$ cat src/hdl/rsp_defines.svh
/*
 * Register offsets, field positions, reset values for the return stack
 * and program counter block.
 * Assumes: included by the design module by bare name.
 */
`ifndef RSP_DEFINES_SVH
`define RSP_DEFINES_SVH

// ----------------------------------------------------------------------
// register byte addresses
// ----------------------------------------------------------------------
`define RSP_OFF_RETURN_STACK_POINTER   12'h000
`define RSP_OFF_TOPL     12'h004
`define RSP_OFF_TOPH     12'h008
`define RSP_OFF_TOPU     12'h00C
`define RSP_OFF_PCL      12'h010
`define RSP_OFF_PC_HIGH_LATCH   12'h014
`define RSP_OFF_PC_UPPER_LATCH   12'h018
`define RSP_OFF_CTRL     12'h01C
`define RSP_OFF_PCFULL   12'h020

// ----------------------------------------------------------------------
// fields and reset values
// ----------------------------------------------------------------------
`define RSP_FULL_BIT     7
`define RSP_UNF_BIT      6
`define RSP_SP_MSB       4
`define RSP_SP_MAX       5'h1F
`define RSP_PC_STEP      21'h000002
`define RSP_CTRL_RESET   1'b1

`endif

$ cat src/hdl/rsp_pkg.sv
/*
 * Types for the return stack and program counter block.
 * Assumes: rsp_defines.svh sits on the include path.
 */
package rsp_pkg;

  typedef logic [20:0] rsp_pc_t;

  typedef enum logic [3:0] {
    RSP_OP_NONE,
    RSP_OP_SEQ,
    RSP_OP_JUMP,
    RSP_OP_CALL,
    RSP_OP_RETURN,
    RSP_OP_INTR,
    RSP_OP_PUSH,
    RSP_OP_POP
  } rsp_op_t;

  // core-facing request
  typedef struct packed {
    rsp_op_t     op;
    logic        fast;
    rsp_pc_t     target;
    logic [7:0]  status;
    logic [7:0]  working_register;
    logic [7:0]  bank_select_register;
  } rsp_core_req_t;

  // shadow restore to core
  typedef struct packed {
    logic        restore;
    logic [7:0]  status;
    logic [7:0]  working_register;
    logic [7:0]  bank_select_register;
  } rsp_shadow_t;

  typedef struct packed {
    logic [4:0]  sp;
    logic        full;
    logic        unf;
    logic        fault_rst_en;
    rsp_pc_t     pc;
    logic [7:0]  lat_h;
    logic [4:0]  lat_u;
    rsp_shadow_t shadow;
    rsp_shadow_t restore_out;
    logic        fault_reset;
    logic        pready;
    logic [31:0] prdata;
    logic        pslverr;
  } rsp_state_t;

endpackage : rsp_pkg

$ cat src/hdl/rsp_stack.sv
/*
 * Return address stack, stack pointer with sticky full and underflow
 * flags, one-level shadow registers and the 21-bit program counter with its
 * latch registers, reached over APB.
 * Assumes: the core issues one op per cycle and takes a device reset
 * when fault_reset pulses; por_n is power-on reset, presetn device reset.
 */
// Operation
// - pointer ranges 0..31, push up, pop down
// - reset loads pointer with zero
// - software reads and writes pointer
// - full flag set on 31st push
// - full flag cleared only by software/POR
// - fault reset on: push PC+2, reset
// - fault reset off: pointer stays 31
// - empty pop sets underflow, empty return loads zero
// - underflow cleared only by software/POR
// - flag first, then reset if enabled
// - full bit7, underflow bit6, pointer 4:0
// - push instruction increments, stores PC+2
// - pop instruction discards top entry
// - interrupt loads hidden shadow registers
// - fast return restores shadow registers
// - any priority interrupt overwrites shadow
// - fast call loads shadow registers
// - PC 21 bits, upper parts via latches
// - PC bit0 zero, advance by two
// - calls, jumps load PC directly
// - low byte write loads latches into PC
// - low byte read copies PC into latches
// - 31x21 stack, zero has no storage
// - top entry bytes readable and writable
`timescale 1ns/100ps
`default_nettype none
`include "rsp_defines.svh"

module rsp_stack
  import rsp_pkg::*;
#(
  parameter int DEPTH = 31
)(
  input  wire logic          pclk,
  input  wire logic          presetn,
  input  wire logic          por_n,
  input  wire logic          psel,
  input  wire logic          penable,
  input  wire logic          pwrite,
  input  wire logic [11:0]   paddr,
  input  wire logic [31:0]   pwdata,
  input  wire logic [3:0]    pstrb,
  output var  logic [31:0]   prdata,
  output var  logic          pready,
  output var  logic          pslverr,
  input  wire rsp_core_req_t core_req,
  output var  rsp_pc_t       pc,
  output var  rsp_shadow_t   shadow_restore,
  output var  logic          fault_reset
);

  // elaboration check: the pointer and storage serve 31 entries only
  if (DEPTH != 31)
  begin : g_depth_check
    $error("rsp_stack: DEPTH must be 31");
  end

  // ----------------------------------------------------------------------
  // state
  // ----------------------------------------------------------------------
  rsp_state_t  st;
  rsp_state_t  next_st;
  logic [20:0] mem [1:DEPTH];
  logic        mem_we;
  logic [4:0]  mem_wa;
  rsp_pc_t     mem_wd;
  logic        sticky_full;
  logic        sticky_unf;
  logic        next_sticky_full;
  logic        next_sticky_unf;

  wire logic   acc   = psel & penable & ~st.pready;
  wire logic   wr    = acc & pwrite & pstrb[0];
  wire logic   rd    = acc & ~pwrite;
  wire rsp_pc_t top_of_stack  = (st.sp == 5'h00) ? 21'h0 : mem[st.sp];

  // ----------------------------------------------------------------------
  // next state
  // ----------------------------------------------------------------------
  always_comb
  begin
    next_st = st;
    next_sticky_full = sticky_full;
    next_sticky_unf  = sticky_unf;
    next_st.fault_reset = 1'b0;
    next_st.restore_out.restore = 1'b0;
    next_st.pready  = acc;
    next_st.pslverr = 1'b0;
    mem_we = 1'b0;
    mem_wa = st.sp;
    mem_wd = st.pc;
    // software clears first, hardware sets below win
    if (wr && paddr == `RSP_OFF_RETURN_STACK_POINTER)
    begin
      next_st.sp = pwdata[`RSP_SP_MSB:0];
      if (!pwdata[`RSP_FULL_BIT])
        next_sticky_full = 1'b0;
      if (!pwdata[`RSP_UNF_BIT])
        next_sticky_unf = 1'b0;
    end
    unique case (core_req.op)
      RSP_OP_SEQ:
        next_st.pc = st.pc + `RSP_PC_STEP;
      RSP_OP_JUMP:
        next_st.pc = {core_req.target[20:1], 1'b0};
      RSP_OP_CALL, RSP_OP_INTR, RSP_OP_PUSH:
      begin
        if (core_req.op != RSP_OP_PUSH)
          next_st.pc = {core_req.target[20:1], 1'b0};
        else
          next_st.pc = st.pc + `RSP_PC_STEP;
        if (core_req.op == RSP_OP_INTR ||
            (core_req.op == RSP_OP_CALL && core_req.fast))
        begin
          next_st.shadow.status = core_req.status;
          next_st.shadow.working_register   = core_req.working_register;
          next_st.shadow.bank_select_register    = core_req.bank_select_register;
        end
        if (st.sp != `RSP_SP_MAX)
        begin
          mem_we = 1'b1;
          mem_wa = st.sp + 5'h01;
          mem_wd = st.pc + `RSP_PC_STEP;
          next_st.sp = st.sp + 5'h01;
          if (st.sp + 5'h01 == `RSP_SP_MAX)
          begin
            next_sticky_full = 1'b1;
            if (st.fault_rst_en)
            begin
              next_st.fault_reset = 1'b1;
              next_st.sp = 5'h00;
              next_st.pc = 21'h0;
            end
          end
        end
        else
          next_sticky_full = 1'b1;
      end
      RSP_OP_RETURN, RSP_OP_POP:
      begin
        if (core_req.op == RSP_OP_RETURN)
        begin
          next_st.pc = {top_of_stack[20:1], 1'b0};
          if (core_req.fast)
          begin
            next_st.restore_out = st.shadow;
            next_st.restore_out.restore = 1'b1;
          end
        end
        else
          next_st.pc = st.pc + `RSP_PC_STEP;
        if (st.sp == 5'h00)
        begin
          next_sticky_unf = 1'b1;
          if (core_req.op == RSP_OP_RETURN)
            next_st.pc = 21'h0;
          if (st.fault_rst_en)
          begin
            next_st.fault_reset = 1'b1;
            next_st.pc = 21'h0;
          end
        end
        else
          next_st.sp = st.sp - 5'h01;
      end
      default:
        ;
    endcase
    // register writes of the stack top, program counter, latches and control
    if (wr)
    begin
      unique case (paddr)
        `RSP_OFF_TOPL, `RSP_OFF_TOPH, `RSP_OFF_TOPU:
          if (st.sp != 5'h00)
          begin
            mem_we = 1'b1;
            mem_wa = st.sp;
            mem_wd = top_of_stack;
            if (paddr == `RSP_OFF_TOPL)
              mem_wd[7:0] = pwdata[7:0];
            else if (paddr == `RSP_OFF_TOPH)
              mem_wd[15:8] = pwdata[7:0];
            else
              mem_wd[20:16] = pwdata[4:0];
          end
        `RSP_OFF_PCL:
          next_st.pc = {st.lat_u, st.lat_h, pwdata[7:1], 1'b0};
        `RSP_OFF_PC_HIGH_LATCH:
          next_st.lat_h = pwdata[7:0];
        `RSP_OFF_PC_UPPER_LATCH:
          next_st.lat_u = pwdata[4:0];
        `RSP_OFF_CTRL:
          next_st.fault_rst_en = pwdata[0];
        `RSP_OFF_RETURN_STACK_POINTER, `RSP_OFF_PCFULL:
          ;
        default:
          next_st.pslverr = 1'b1;
      endcase
    end
    else if (acc && pwrite)
      next_st.pslverr = !(paddr <= `RSP_OFF_PCFULL && paddr[1:0] == 2'b00);
    if (rd)
    begin
      next_st.prdata = 32'h0;
      unique case (paddr)
        `RSP_OFF_RETURN_STACK_POINTER:
          next_st.prdata[7:0] = {sticky_full, sticky_unf, 1'b0, st.sp};
        `RSP_OFF_TOPL:   next_st.prdata[7:0] = top_of_stack[7:0];
        `RSP_OFF_TOPH:   next_st.prdata[7:0] = top_of_stack[15:8];
        `RSP_OFF_TOPU:   next_st.prdata[4:0] = top_of_stack[20:16];
        `RSP_OFF_PCL:
        begin
          next_st.prdata[7:0] = st.pc[7:0];
          next_st.lat_h = st.pc[15:8];
          next_st.lat_u = st.pc[20:16];
        end
        `RSP_OFF_PC_HIGH_LATCH: next_st.prdata[7:0] = st.lat_h;
        `RSP_OFF_PC_UPPER_LATCH: next_st.prdata[4:0] = st.lat_u;
        `RSP_OFF_CTRL:   next_st.prdata[0] = st.fault_rst_en;
        `RSP_OFF_PCFULL: next_st.prdata[20:0] = st.pc;
        default:         next_st.pslverr = 1'b1;
      endcase
    end
    next_st.full = next_sticky_full;
    next_st.unf  = next_sticky_unf;
  end

  // ----------------------------------------------------------------------
  // registers
  // ----------------------------------------------------------------------
  always_ff @(posedge pclk or negedge presetn)
  begin
    if (!presetn)
    begin
      st <= '0;
      st.fault_rst_en <= `RSP_CTRL_RESET;
    end
    else if (st.fault_reset)
    begin
      st <= '0;
      st.fault_rst_en <= st.fault_rst_en;
    end
    else
      st <= next_st;
  end

  // flags survive device reset, only power-on or a software write clears them
  always_ff @(posedge pclk or negedge por_n)
  begin
    if (!por_n)
    begin
      sticky_full <= 1'b0;
      sticky_unf  <= 1'b0;
    end
    else
    begin
      sticky_full <= next_sticky_full;
      sticky_unf  <= next_sticky_unf;
    end
  end

  always_ff @(posedge pclk)
  begin
    if (mem_we && presetn && mem_wa != 5'h00)
      mem[mem_wa] <= mem_wd;
  end

  assign prdata         = st.prdata;
  assign pready         = st.pready;
  assign pslverr        = st.pslverr;
  assign pc             = st.pc;
  assign shadow_restore = st.restore_out;
  assign fault_reset    = st.fault_reset;

  // ----------------------------------------------------------------------
  // checks
  // ----------------------------------------------------------------------
  pc_even_a: assert property (@(posedge pclk) disable iff (!presetn)
    pc[0] == 1'b0) else $error("pc bit 0 set");
  pc_step_a: assert property (@(posedge pclk) disable iff (!presetn)
    core_req.op == RSP_OP_SEQ && !st.fault_reset && !wr
    |=> pc == $past(pc) + 21'h2) else $error("pc step wrong");
  push_inc_a: assert property (@(posedge pclk) disable iff (!presetn)
    core_req.op == RSP_OP_PUSH && st.sp < 5'h1E && !wr && !st.fault_reset
    |=> st.sp == $past(st.sp) + 5'h1) else $error("push sp");
  full_set_a: assert property (@(posedge pclk) disable iff (!por_n || !presetn)
    core_req.op == RSP_OP_CALL && st.sp == 5'h1E && !st.fault_reset
    |=> sticky_full) else $error("full not set");
  fault_rst_a: assert property (@(posedge pclk) disable iff (!presetn)
    core_req.op == RSP_OP_CALL && st.sp == 5'h1E && st.fault_rst_en
    && !st.fault_reset && !wr |=> fault_reset ##1 st.sp == 5'h0)
    else $error("fault reset missing");
  hold_31_a: assert property (@(posedge pclk) disable iff (!presetn)
    st.sp == 5'h1F && !wr && core_req.op == RSP_OP_CALL && !st.fault_reset
    |=> st.sp == 5'h1F) else $error("sp passed 31");
  unf_set_a: assert property (@(posedge pclk) disable iff (!por_n || !presetn)
    core_req.op == RSP_OP_RETURN && st.sp == 5'h0 && !st.fault_reset
    |=> sticky_unf && pc == 21'h0) else $error("underflow");
  pcl_write_a: assert property (@(posedge pclk) disable iff (!presetn)
    wr && paddr == `RSP_OFF_PCL && !st.fault_reset
    |=> pc[20:8] == {$past(st.lat_u), $past(st.lat_h)})
    else $error("pcl write");
  fast_ret_a: assert property (@(posedge pclk) disable iff (!presetn)
    core_req.op == RSP_OP_RETURN && core_req.fast && !st.fault_reset
    |=> shadow_restore.restore &&
        shadow_restore.working_register == $past(st.shadow.working_register))
    else $error("fast return");

  // ----------------------------------------------------------------------
  // checks on pointer, flags, shadow, program counter loads and the pready pulse
  // ----------------------------------------------------------------------
  pop_dec_a: assert property (@(posedge pclk) disable iff (!presetn)
    core_req.op == RSP_OP_POP && st.sp != 5'h0 && !wr && !st.fault_reset
    |=> st.sp == $past(st.sp) - 5'h1)
    else $error("pop sp");
  sp_write_a: assert property (@(posedge pclk) disable iff (!presetn)
    wr && paddr == `RSP_OFF_RETURN_STACK_POINTER && core_req.op == RSP_OP_NONE
    && !st.fault_reset |=> st.sp == $past(pwdata[4:0]))
    else $error("sp write");
  sp_bit5_a: assert property (@(posedge pclk) disable iff (!presetn)
    rd && paddr == `RSP_OFF_RETURN_STACK_POINTER && !st.fault_reset
    |=> prdata[5] == 1'b0)
    else $error("sp bit 5 set");
  full_sticky_a: assert property (@(posedge pclk) disable iff (!por_n)
    sticky_full && !(wr && paddr == `RSP_OFF_RETURN_STACK_POINTER && !pwdata[7])
    |=> sticky_full)
    else $error("full flag lost");
  unf_sticky_a: assert property (@(posedge pclk) disable iff (!por_n)
    sticky_unf && !(wr && paddr == `RSP_OFF_RETURN_STACK_POINTER && !pwdata[6])
    |=> sticky_unf)
    else $error("underflow flag lost");
  pcl_read_a: assert property (@(posedge pclk) disable iff (!presetn)
    rd && paddr == `RSP_OFF_PCL && !st.fault_reset
    |=> {st.lat_u, st.lat_h} == $past(pc[20:8]))
    else $error("pcl read");
  jump_load_a: assert property (@(posedge pclk) disable iff (!presetn)
    core_req.op == RSP_OP_JUMP && !wr && !st.fault_reset
    |=> pc == {$past(core_req.target[20:1]), 1'b0})
    else $error("jump load");
  intr_shadow_a: assert property (@(posedge pclk) disable iff (!presetn)
    core_req.op == RSP_OP_INTR && !st.fault_reset
    |=> st.shadow.status == $past(core_req.status))
    else $error("interrupt shadow");
  fast_call_a: assert property (@(posedge pclk) disable iff (!presetn)
    core_req.op == RSP_OP_CALL && core_req.fast && !st.fault_reset
    |=> st.shadow.bank_select_register == $past(core_req.bank_select_register))
    else $error("fast call shadow");
  ret_load_a: assert property (@(posedge pclk) disable iff (!presetn)
    core_req.op == RSP_OP_RETURN && st.sp != 5'h0 && !wr && !st.fault_reset
    |=> pc == {$past(top_of_stack[20:1]), 1'b0})
    else $error("return load");
  ret_status_a: assert property (@(posedge pclk) disable iff (!presetn)
    core_req.op == RSP_OP_RETURN && core_req.fast && !st.fault_reset
    |=> shadow_restore.status == $past(st.shadow.status))
    else $error("fast return status");
  ready_pulse_a: assert property (@(posedge pclk) disable iff (!presetn)
    pready |=> !pready)
    else $error("pready held");

  // ----------------------------------------------------------------------
  // covers
  // ----------------------------------------------------------------------
  push_c: cover property (@(posedge pclk) core_req.op == RSP_OP_CALL);
  fault_c: cover property (@(posedge pclk) fault_reset);
  full_c: cover property (@(posedge pclk) $rose(sticky_full));
  unf_c:  cover property (@(posedge pclk) $rose(sticky_unf));
  pcl_c:  cover property (@(posedge pclk) wr && paddr == `RSP_OFF_PCL);

endmodule : rsp_stack
`default_nettype wire

$ cat config.mk
export PLATFORM = sky130hd
export DESIGN_NAME = rsp_stack
export DESIGN_NICKNAME = d
export VERILOG_FILES = /design/src/hdl/rsp_pkg.sv /design/src/hdl/rsp_stack.sv
export VERILOG_INCLUDE_DIRS = /design/src /design/src/hdl
export SDC_FILE = /design/constraint.sdc
export NUM_CORES = 1
export LEC_CHECK = 0
export BUFFER_PORTS_ARGS = -buffer_cell sky130_fd_sc_hd__buf_2
export CAP_MARGIN = 20
export CELL_PAD_IN_SITES_DETAIL_PLACEMENT = 0
export CELL_PAD_IN_SITES_GLOBAL_PLACEMENT = 1
export CORE_MARGIN = 4
export CORE_UTILIZATION = 40
export DETAILED_ROUTE_END_ITERATION = 10
export GPL_TIMING_DRIVEN = 1
export HOLD_SLACK_MARGIN = 0.06
export PLACE_DENSITY_LB_ADDON = 0.1
export SYNTH_ARGS = -nofsm -noshare
export SYNTH_HDL_FRONTEND = slang
export SYNTH_SLANG_ARGS = --single-unit
$ cat constraint.sdc
create_clock -name pclk -period 7 [get_ports pclk]
set_input_delay 1.4 -clock pclk [delete_from_list [all_inputs] [get_ports pclk]]
set_output_delay 1.4 -clock pclk [all_outputs]
set_load 0.03 [all_outputs]
==> reports/results.txt, run 1 <==
Min-Delay Path Class - register to register
crit path DAT - 5.45 ns
worst hold margin - 0.481 ns
post-synthesis sequential area ratio - 67.4%
final setup violation count - 0
CTS Buffer Depth - 3
Worst slew margin - 24.6%
Setup crit end kind - register
initial antenna violation count - 2
share of cells above drive strength 1 - 23.8%
TritonCTS Sinks - 766
CTS root buf - clkbuf_16
Final ANT Viol Nets - 0
drt drc - 0
Final #Nets - 2,372
CTS Buf Count - 84
EDFF count, synth - 651
Rows - 105
area grow syn2layout - 13.6%
Clock Latency Late Sink - 0.63 ns
CTS Hold Bufs - 0
global-route usage over all layers - 21.6%
Ys Warns - 0
Iteration-0 DRC Markers - 2,016
full die area - 0.0878 mm^2
Final Cycle Share - 73.5%
cell count after synthesis - 2,150
outcome - complete, no violations
Util after Layout - 46.0%
flops & latches, synth - 766
vias per inst - 5.76
io pins - 185
drt pass-1 iters - 5
core area - 0.0822 mm^2
CTS tree - built
Die Width - 296 um
Initial Utilization - 40.4%
WL final - 95.5 mm
DPL Wire Length - 60.5 mm
Highest Clock Rate - 194 MHz
crit path launch type - register
largest net degree at the start of global routing - 126
antenna cells - 0
crit path kind - register to register
Slew Viols, Final - 0
P_leak - 13.2 nW
Avg Cell Area, Syn - 15.5 um^2
WL/cell - 28.1 um
pwr dens - 353 mW/mm^2
RSZ-0062 raised after global routing - false
Final Hold Fails - 0
Port-buffer cells - 145
Tmin final - 5.15 ns
worst endpoint required time - 7.30 ns
CP Max Fanout - 59
first-pass GRT wire length - 139 mm
PostCTS Resize Cnt - 0
Syn Std Cell Area - 0.0333 mm^2
Max IR drop VDD - 0.358 mV
Max Cap Viol - 0
RePlAce Congestion - 0.900
via count - 19,600
clock-pin transition on the worst setup and hold timing paths - 0.06 ns
# Post-CTS Setup Buffers - 0
filler cell count - 7,204
global route total overflow - 0
Main synth FF type - edfxtp_1
Final Skew - 0.0207 ns
Sum Neg Setup Slack - 0 ns
vias in the first global route - 19,700
Async SR Flop Fraction - 15.0%
Unique masters post-synth - 85
Least-Margin Pin Slew - 1.13 ns
H-tree Lvls - 3
Die Y - 296 um
## where the power goes
group / total (mW) / leakage, nW / internal, mW / switching (mW)
clock: 4.48 / 1.34 / 2.65 / 1.83
sequential: 5.52 / 7.43 / 5.26 / 0.255
combinational: 3.35 / 4.41 / 1.12 / 2.23
## layout make-up
type	count	area (um^2)	area share, %
clock buffers	110	2200	5.82
clock inverters	47	591	1.56
inverters	10	37.5	0.0993
multi-input cells	1169	9740	25.8
flip-flops and latches	766	22400	59.4
well taps	1070	1340	3.54
repair buffers	230	1440	3.82
## stage by stage
step	instance area (um^2)	setup slack, ns	instances	total power [mW]
after floorplan	33300	1.58	2160	7.70
after global placement	34900	1.95	3238	8.92
after detailed placement	34900	1.82	3241	8.95
after CTS	37700	1.90	3398	13.5
after global routing	37800	1.58	3402	13.9
final	37800	1.85	3402	13.3
## cell usage in the layout (no fill, tap or decap), types with 15 or more instances in the layout
cell type / n
nor3_1: 29
xnor2_1: 21
nor2_1: 131
buf_4: 77
nand3_1: 54
a211oi_1: 46
a22oi_1: 75
a21oi_1: 65
a22o_1: 41
buf_2: 144
mux2i_1: 147
clkbuf_1: 26
nand2_1: 110
o21ai_0: 37
nand4_1: 15
edfxtp_1: 651
dfrtp_1: 110
clkbuf_16: 84
a21oi_2: 17
nor2_2: 30
mux4_2: 107
## cell families (layout without fill, tap and decap cells)
kind of cell | Yosys count | in the layout | synth area share, %
compound gates | 380 | 380 | 8.09
xor+xnor | 31 | 31 | 0.816
fa+ha+maj | 7 | 7 | 0.263
flops | 766 | 766 | 67.4
other cells | 1 | 11 | 0.0113
mux | 266 | 266 | 12.4
simple gates | 474 | 474 | 6.99
buf+inv | 225 | 397 | 4.04
## worst max-delay path, cell delays in order, from the launching register on
cell,delay [ns]
dfrtp_4,1.05
ha_1,0.57
nand3_1,0.16
inv_1,0.10
ha_1,0.27
nor2_1,0.10
a22o_1,0.24
buf_4,0.20
o311ai_1,0.27
nand2_1,0.24
o21ai_0,0.27
a32oi_1,0.27
nor2_2,0.66
buf_4,0.37
## synthesized netlist by cell type (all sizes together) (48+ instances only)
cell,instances,area [um^2]
a22oi,77,588
clkbuf,59,221
dfrtp,114,2850
nand3,54,270
a21oi,85,425
mux2i,149,1500
buf,156,1080
nand2,111,419
edfxtp,651,19500
nor2,161,612
mux4,113,2570
a211oi,48,365
## layer usage
layer	vias up	track usage [%]	routed length, um
met3	146	2.73	5110
met2	638	35.8	45700
met1	10200	30.4	42300
met5	-	0	13
li1	8606	-	-
met4	2	6.01	2390
## state kept, by name (all words and copies together) (netlist names)
register and flops:
fault_reset 1, mem 651, pc 21, prdata 21, pready 1, pslverr 1, shadow_restore 25, st 43
sticky_full 1, sticky_unf 1
## final timing paths
| path | endpoint | slack [ns] | depth (start not counted) | start |
|---|---|---|---|---|
| setup reg to reg | mem[30][4]$_DFFE_PP_ | 1.85 | 13 | st[123]$_DFF_PN0_ |
| min in group asynchronous | sticky_full$_DFF_PN0_ | 0.56 | 1 | por_n |
| hold / removal | prdata[7]$_DFFE_PN0P_ | 0.48 | 2 | prdata[7]$_DFFE_PN0P_ |
| hold reg to reg | prdata[7]$_DFFE_PN0P_ | 0.48 | 2 | prdata[7]$_DFFE_PN0P_ |
| max in group asynchronous | st[122]$_DFF_PN0_ | 4.51 | 3 | presetn |
| setup / recovery | mem[30][4]$_DFFE_PP_ | 1.85 | 13 | st[123]$_DFF_PN0_ |
Power figures use the tool's default switching activity.
==> run 2: changes to the inputs <==
Clock period 7 ns to 4.9 ns, I/O delays scaled along.
==> reports/results.txt, run 2 (synthesis gave the netlist of run 1 again) <==
Max Cap Viol - 0
Final Hold Fails - 0
Initial Utilization - 40.4%
Tmin final - 4.04 ns
CTS Buffer Depth - 3
WL/cell - 28.4 um
Final ANT Viol Nets - 0
worst hold margin - 0.123 ns
Worst path max stage delay - 0.70 ns
Highest Clock Rate - 248 MHz
CTS root buf - clkbuf_16
initial antenna violation count - 2
H-tree Lvls - 3
Bufs and invs on worst path - 2
global-route usage over all layers - 22.2%
final setup violation count - 0
Top reg by flops - mem
Largest register FFs - 651
share of cells above drive strength 1 - 25.1%
core area - 0.0822 mm^2
Final Cycle Share - 82.4%
CTS Hold Bufs - 0
Die Y - 296 um
full die area - 0.0878 mm^2
Clock Latency Late Sink - 0.65 ns
TritonCTS Sinks - 766
vias in the first global route - 20,200
CP most frequent cell - ha_1
DPL Wire Length - 64.2 mm
Final #Nets - 2,413
RSZ-0062 raised after global routing - false
worst endpoint required time - 5.20 ns
first-pass GRT wire length - 142 mm
Max IR drop VDD - 0.443 mV
commonest non-fill, non-tap cells in the layout - edfxtp_1 (651), mux2i_1 (147), buf_2 (144)
P_leak - 13.4 nW
RePlAce Congestion - 0.868
outcome - complete, no violations
io pins - 185
global route total overflow - 0
crit path kind - register to register
Setup crit end kind - register
CTS Buf Count - 85
CP Max Fanout - 16
PostCTS Resize Cnt - 0
crit path DAT - 4.33 ns
Final Skew - 0.0295 ns
drt drc - 0
via count - 19,800
drt pass-1 iters - 6
WL final - 97.8 mm
Rows - 105
filler cell count - 7,181
Die Width - 296 um
Min-Delay Path Class - input port to async pin
Crit path max-delay family - simple AND/OR/NAND/NOR gates
CP max-delay cell - nor3_2
pwr dens - 504 mW/mm^2
CTS tree - built
commonest non-fill, non-tap cell in the layout - edfxtp_1
Total Power - 19.2 mW
# Post-CTS Setup Buffers - 0
crit path launch type - register
clock-pin transition on the worst setup and hold timing paths - 0.06 ns
Worst slew margin - 30.0%
Port-buffer cells - 145
largest net degree at the start of global routing - 145
Iteration-0 DRC Markers - 1,685
CP Cell Sequence - ha_1 > nand3_1 > inv_1 > ha_1 > nor3b_1 > a22o_1 > o311ai_1 > nand2_1 > o21ai_0 > nor3_2 > buf_4
Slew Viols, Final - 0
area grow syn2layout - 14.6%
Sum Neg Setup Slack - 0 ns
Least-Margin Pin Slew - 1.05 ns
vias per inst - 5.77
## run 2: where the power goes
part / internal [mW] / switching, mW
combinational: 1.66 / 3.34
clock: 3.80 / 2.64
sequential: 7.52 / 0.247
## run 2: final timing paths
kind                                        from                     to  slack [ns]  cells past startpoint
hold reg to reg            prdata[7]$_DFFE_PN0P_  prdata[7]$_DFFE_PN0P_        0.47                      2
min in group pclk          prdata[7]$_DFFE_PN0P_  prdata[7]$_DFFE_PN0P_        0.47                      2
setup / recovery               st[122]$_DFF_PN0_  mem[11][14]$_DFFE_PP_        0.86                     11
setup reg to reg               st[122]$_DFF_PN0_  mem[11][14]$_DFFE_PP_        0.86                     11
hold / removal                             por_n  sticky_full$_DFF_PN0_        0.12                      1
max in group asynchronous                presetn      st[123]$_DFF_PN0_        2.87                      3
## run 2: routing by layer
metal / share of wire [%] / up-vias / track usage [%]
met5: 0 / - / 0
met4: 2.7 / 0 / 6.14
met2: 48 / 566 / 36.7
met3: 5.0 / 147 / 3.46
met1: 44 / 10400 / 30.7
li1: - / 8687 / -
## run 2: layout make-up
cell class | instances | area (um^2) | area share (%)
inverters | 10 | 37.5 | 0.0985
repair buffers | 270 | 1740 | 4.56
flip-flops and latches | 766 | 22400 | 58.9
clock buffers | 101 | 2220 | 5.82
clock inverters | 54 | 624 | 1.64
diodes | 1 | 2.50 | 0.00656
well taps | 1070 | 1340 | 3.51
multi-input cells | 1169 | 9730 | 25.5
## run 2: worst reg2reg max path: stages (launching register included)
cell and delay, ns:
dfrtp_4 0.51, ha_1 0.23, nand3_1 0.11, inv_1 0.06
ha_1 0.25, nor3b_1 0.29, a22o_1 0.34, o311ai_1 0.28
nand2_1 0.20, o21ai_0 0.27, nor3_2 0.70, buf_4 0.44
## run 2: stage by stage
step	util (%)	cells	setup WS, ns	instance area [um^2]
6_report	46.4	3441	0.864	38100
5_1_grt	46.4	3440	0.662	38100
4_1_cts	46.3	3438	0.899	38100
3_5_place_dp	42.9	3283	0.576	35300
3_3_place_gp	42.8	3281	0.608	35200
2_1_floorplan	-	2160	0.400	33300
==> run 3: changes to the inputs <==
Clock period 4.9 ns to 3.27 ns, I/O delays scaled along.
==> reports/results.txt, run 3 (synthesis gave the netlist of run 1 again) <==
Final Hold Fails - 0
global-route usage over all layers - 22.7%
commonest non-fill, non-tap cells in the layout - edfxtp_1 (651), buf_4 (177), mux2i_1 (145)
initial antenna violation count - 1
Slew Viols, Final - 0
drt drc - 0
Largest register FFs - 651
largest net degree at the start of global routing - 93
DPL Wire Length - 68.2 mm
CTS root buf - clkbuf_16
Die Width - 296 um
crit path DAT - 3.66 ns
CP Max Fanout - 6
worst hold margin - 0.178 ns
Final Cycle Share - 101%
commonest non-fill, non-tap cell in the layout - edfxtp_1
worst setup margin - -0.0319 ns
Met2 Routed Length - 50.0 mm
Final ANT Viol Nets - 0
H-tree Lvls - 3
RSZ-0062 raised after global routing - true
Util after Layout - 49.9%
via count - 20,500
global route total overflow - 0
met3 wire length - 5.09 mm
WL/cell - 28.3 um
crit path launch type - register
final setup violation count - 36
clock-pin transition on the worst setup and hold timing paths - 0.06 ns
Top reg by flops - mem
Sum Neg Setup Slack - -0.650 ns
pwr dens - 746 mW/mm^2
TritonCTS Sinks - 766
Iteration-0 DRC Markers - 1,700
crit path kind - register to register
Worst slew margin - 39.8%
share of cells above drive strength 1 - 31.4%
P_leak - 14.7 nW
CTS Buf Count - 84
Post-Place Setup Slack - -0.110 ns
Least-Margin Pin Slew - 0.899 ns
vias in the first global route - 20,800
RePlAce Congestion - 0.918
Setup crit end kind - register
WL final - 102 mm
full die area - 0.0878 mm^2
drt pass-1 iters - 6
worst endpoint required time - 3.62 ns
met1 WL - 44.1 mm
Rows - 105
core area - 0.0822 mm^2
Max Cap Viol - 0
Total Power - 30.6 mW
Port-buffer cells - 145
io pins - 185
Top Metal Used - met4
first-pass GRT wire length - 145 mm
Tmin final - 3.30 ns
Clock Latency Late Sink - 0.64 ns
area grow syn2layout - 23.5%
Max IR drop VDD - 0.460 mV
Min-Delay Path Class - input port to async pin
failing checks - negative setup slack
CTS tree - built
Die Y - 296 um
CTS Buffer Depth - 3
outcome - finished, violations left
Initial Utilization - 40.4%
Highest Clock Rate - 303 MHz
vias per inst - 5.68
Final Skew - 0.0294 ns
Final #Nets - 2,574
run 3: changes by cell type in the layout (fill, tap and decap cells not counted), sizes merged:
cell	change
buf	+154
clkbuf	+13
inv	-6
clkinvlp	+4
clkinv	-3
dlygate4sd3	+1
run 3: what timing repair did:
item                                    in CTS  in global routing
resized for setup                            1                 37
gates cloned                                 0                  9
buffers inserted                             0                 10
hold endpoints to repair                     2                  0
pin swaps                                    0                 11
hold buffers                                 1                  0
endpoints found under the setup margin      43                515
run 3: per-stage QoR:
step | instance area, um^2 | std cells
5_1_grt | 41100 | 3603
3_5_place_dp | 37700 | 3427
4_1_cts | 40600 | 3584
3_3_place_gp | 37700 | 3426
2_1_floorplan | 33800 | 2160
6_report | 41100 | 3604
run 3: worst max-delay path, stage by stage, from the launching register on:
cell and delay, ns:
dfrtp_4 0.50, ha_2 0.20, nand3_2 0.09, inv_2 0.05, ha_4 0.18, nor3b_4 0.23
a22oi_2 0.15, a31oi_4 0.30, buf_6 0.14, nor2_1 0.05, mux2_4 0.32, buf_6 0.14
nor4b_4 0.27, buf_6 0.20, clkbuf_16 0.18
run 3: final cells by class:
type                            instances  area, um^2
Clock inverter                         49         584
Sequential cell                       766       22400
Timing Repair Buffer                  432        4250
Tap cell                             1070        1340
Antenna cell                            1        2.50
Fill cell                            6883       41200
Multi-Input combinational cell       1169       10100
Clock buffer                          107        2300
Inverter                               10        45.0
run 3: power breakdown:
part | leakage, nW | switching, mW | internal (mW)
Combinational | 5.84 | 5.61 | 3.73
Clock | 1.39 | 3.95 | 5.81
Sequential | 7.43 | 0.262 | 11.3
Total | 14.7 | 9.82 | 20.8
run 3: metal layers:
layer	global-route usage [%]	vias up
met5	0	-
met4	6.12	0
met3	2.98	152
met2	38.4	667
met1	31.3	10600
li1	-	9016
run 3: worst paths after layout:
path                                        from                     to  slack (ns)  cells after the start
setup reg to reg               st[122]$_DFF_PN0_    mem[2][9]$_DFFE_PP_       -0.03                     14
setup / recovery               st[122]$_DFF_PN0_    mem[2][9]$_DFFE_PP_       -0.03                     14
hold reg to reg            prdata[6]$_DFFE_PN0P_  prdata[6]$_DFFE_PN0P_        0.47                      1
hold / removal                           presetn       st[92]$_DFF_PN0_        0.18                      2
max in group asynchronous                presetn  prdata[9]$_DFFE_PN0P_        2.22                      3
min in group pclk                   core_req[27]        pc[3]$_DFF_PN0_        0.25                      3
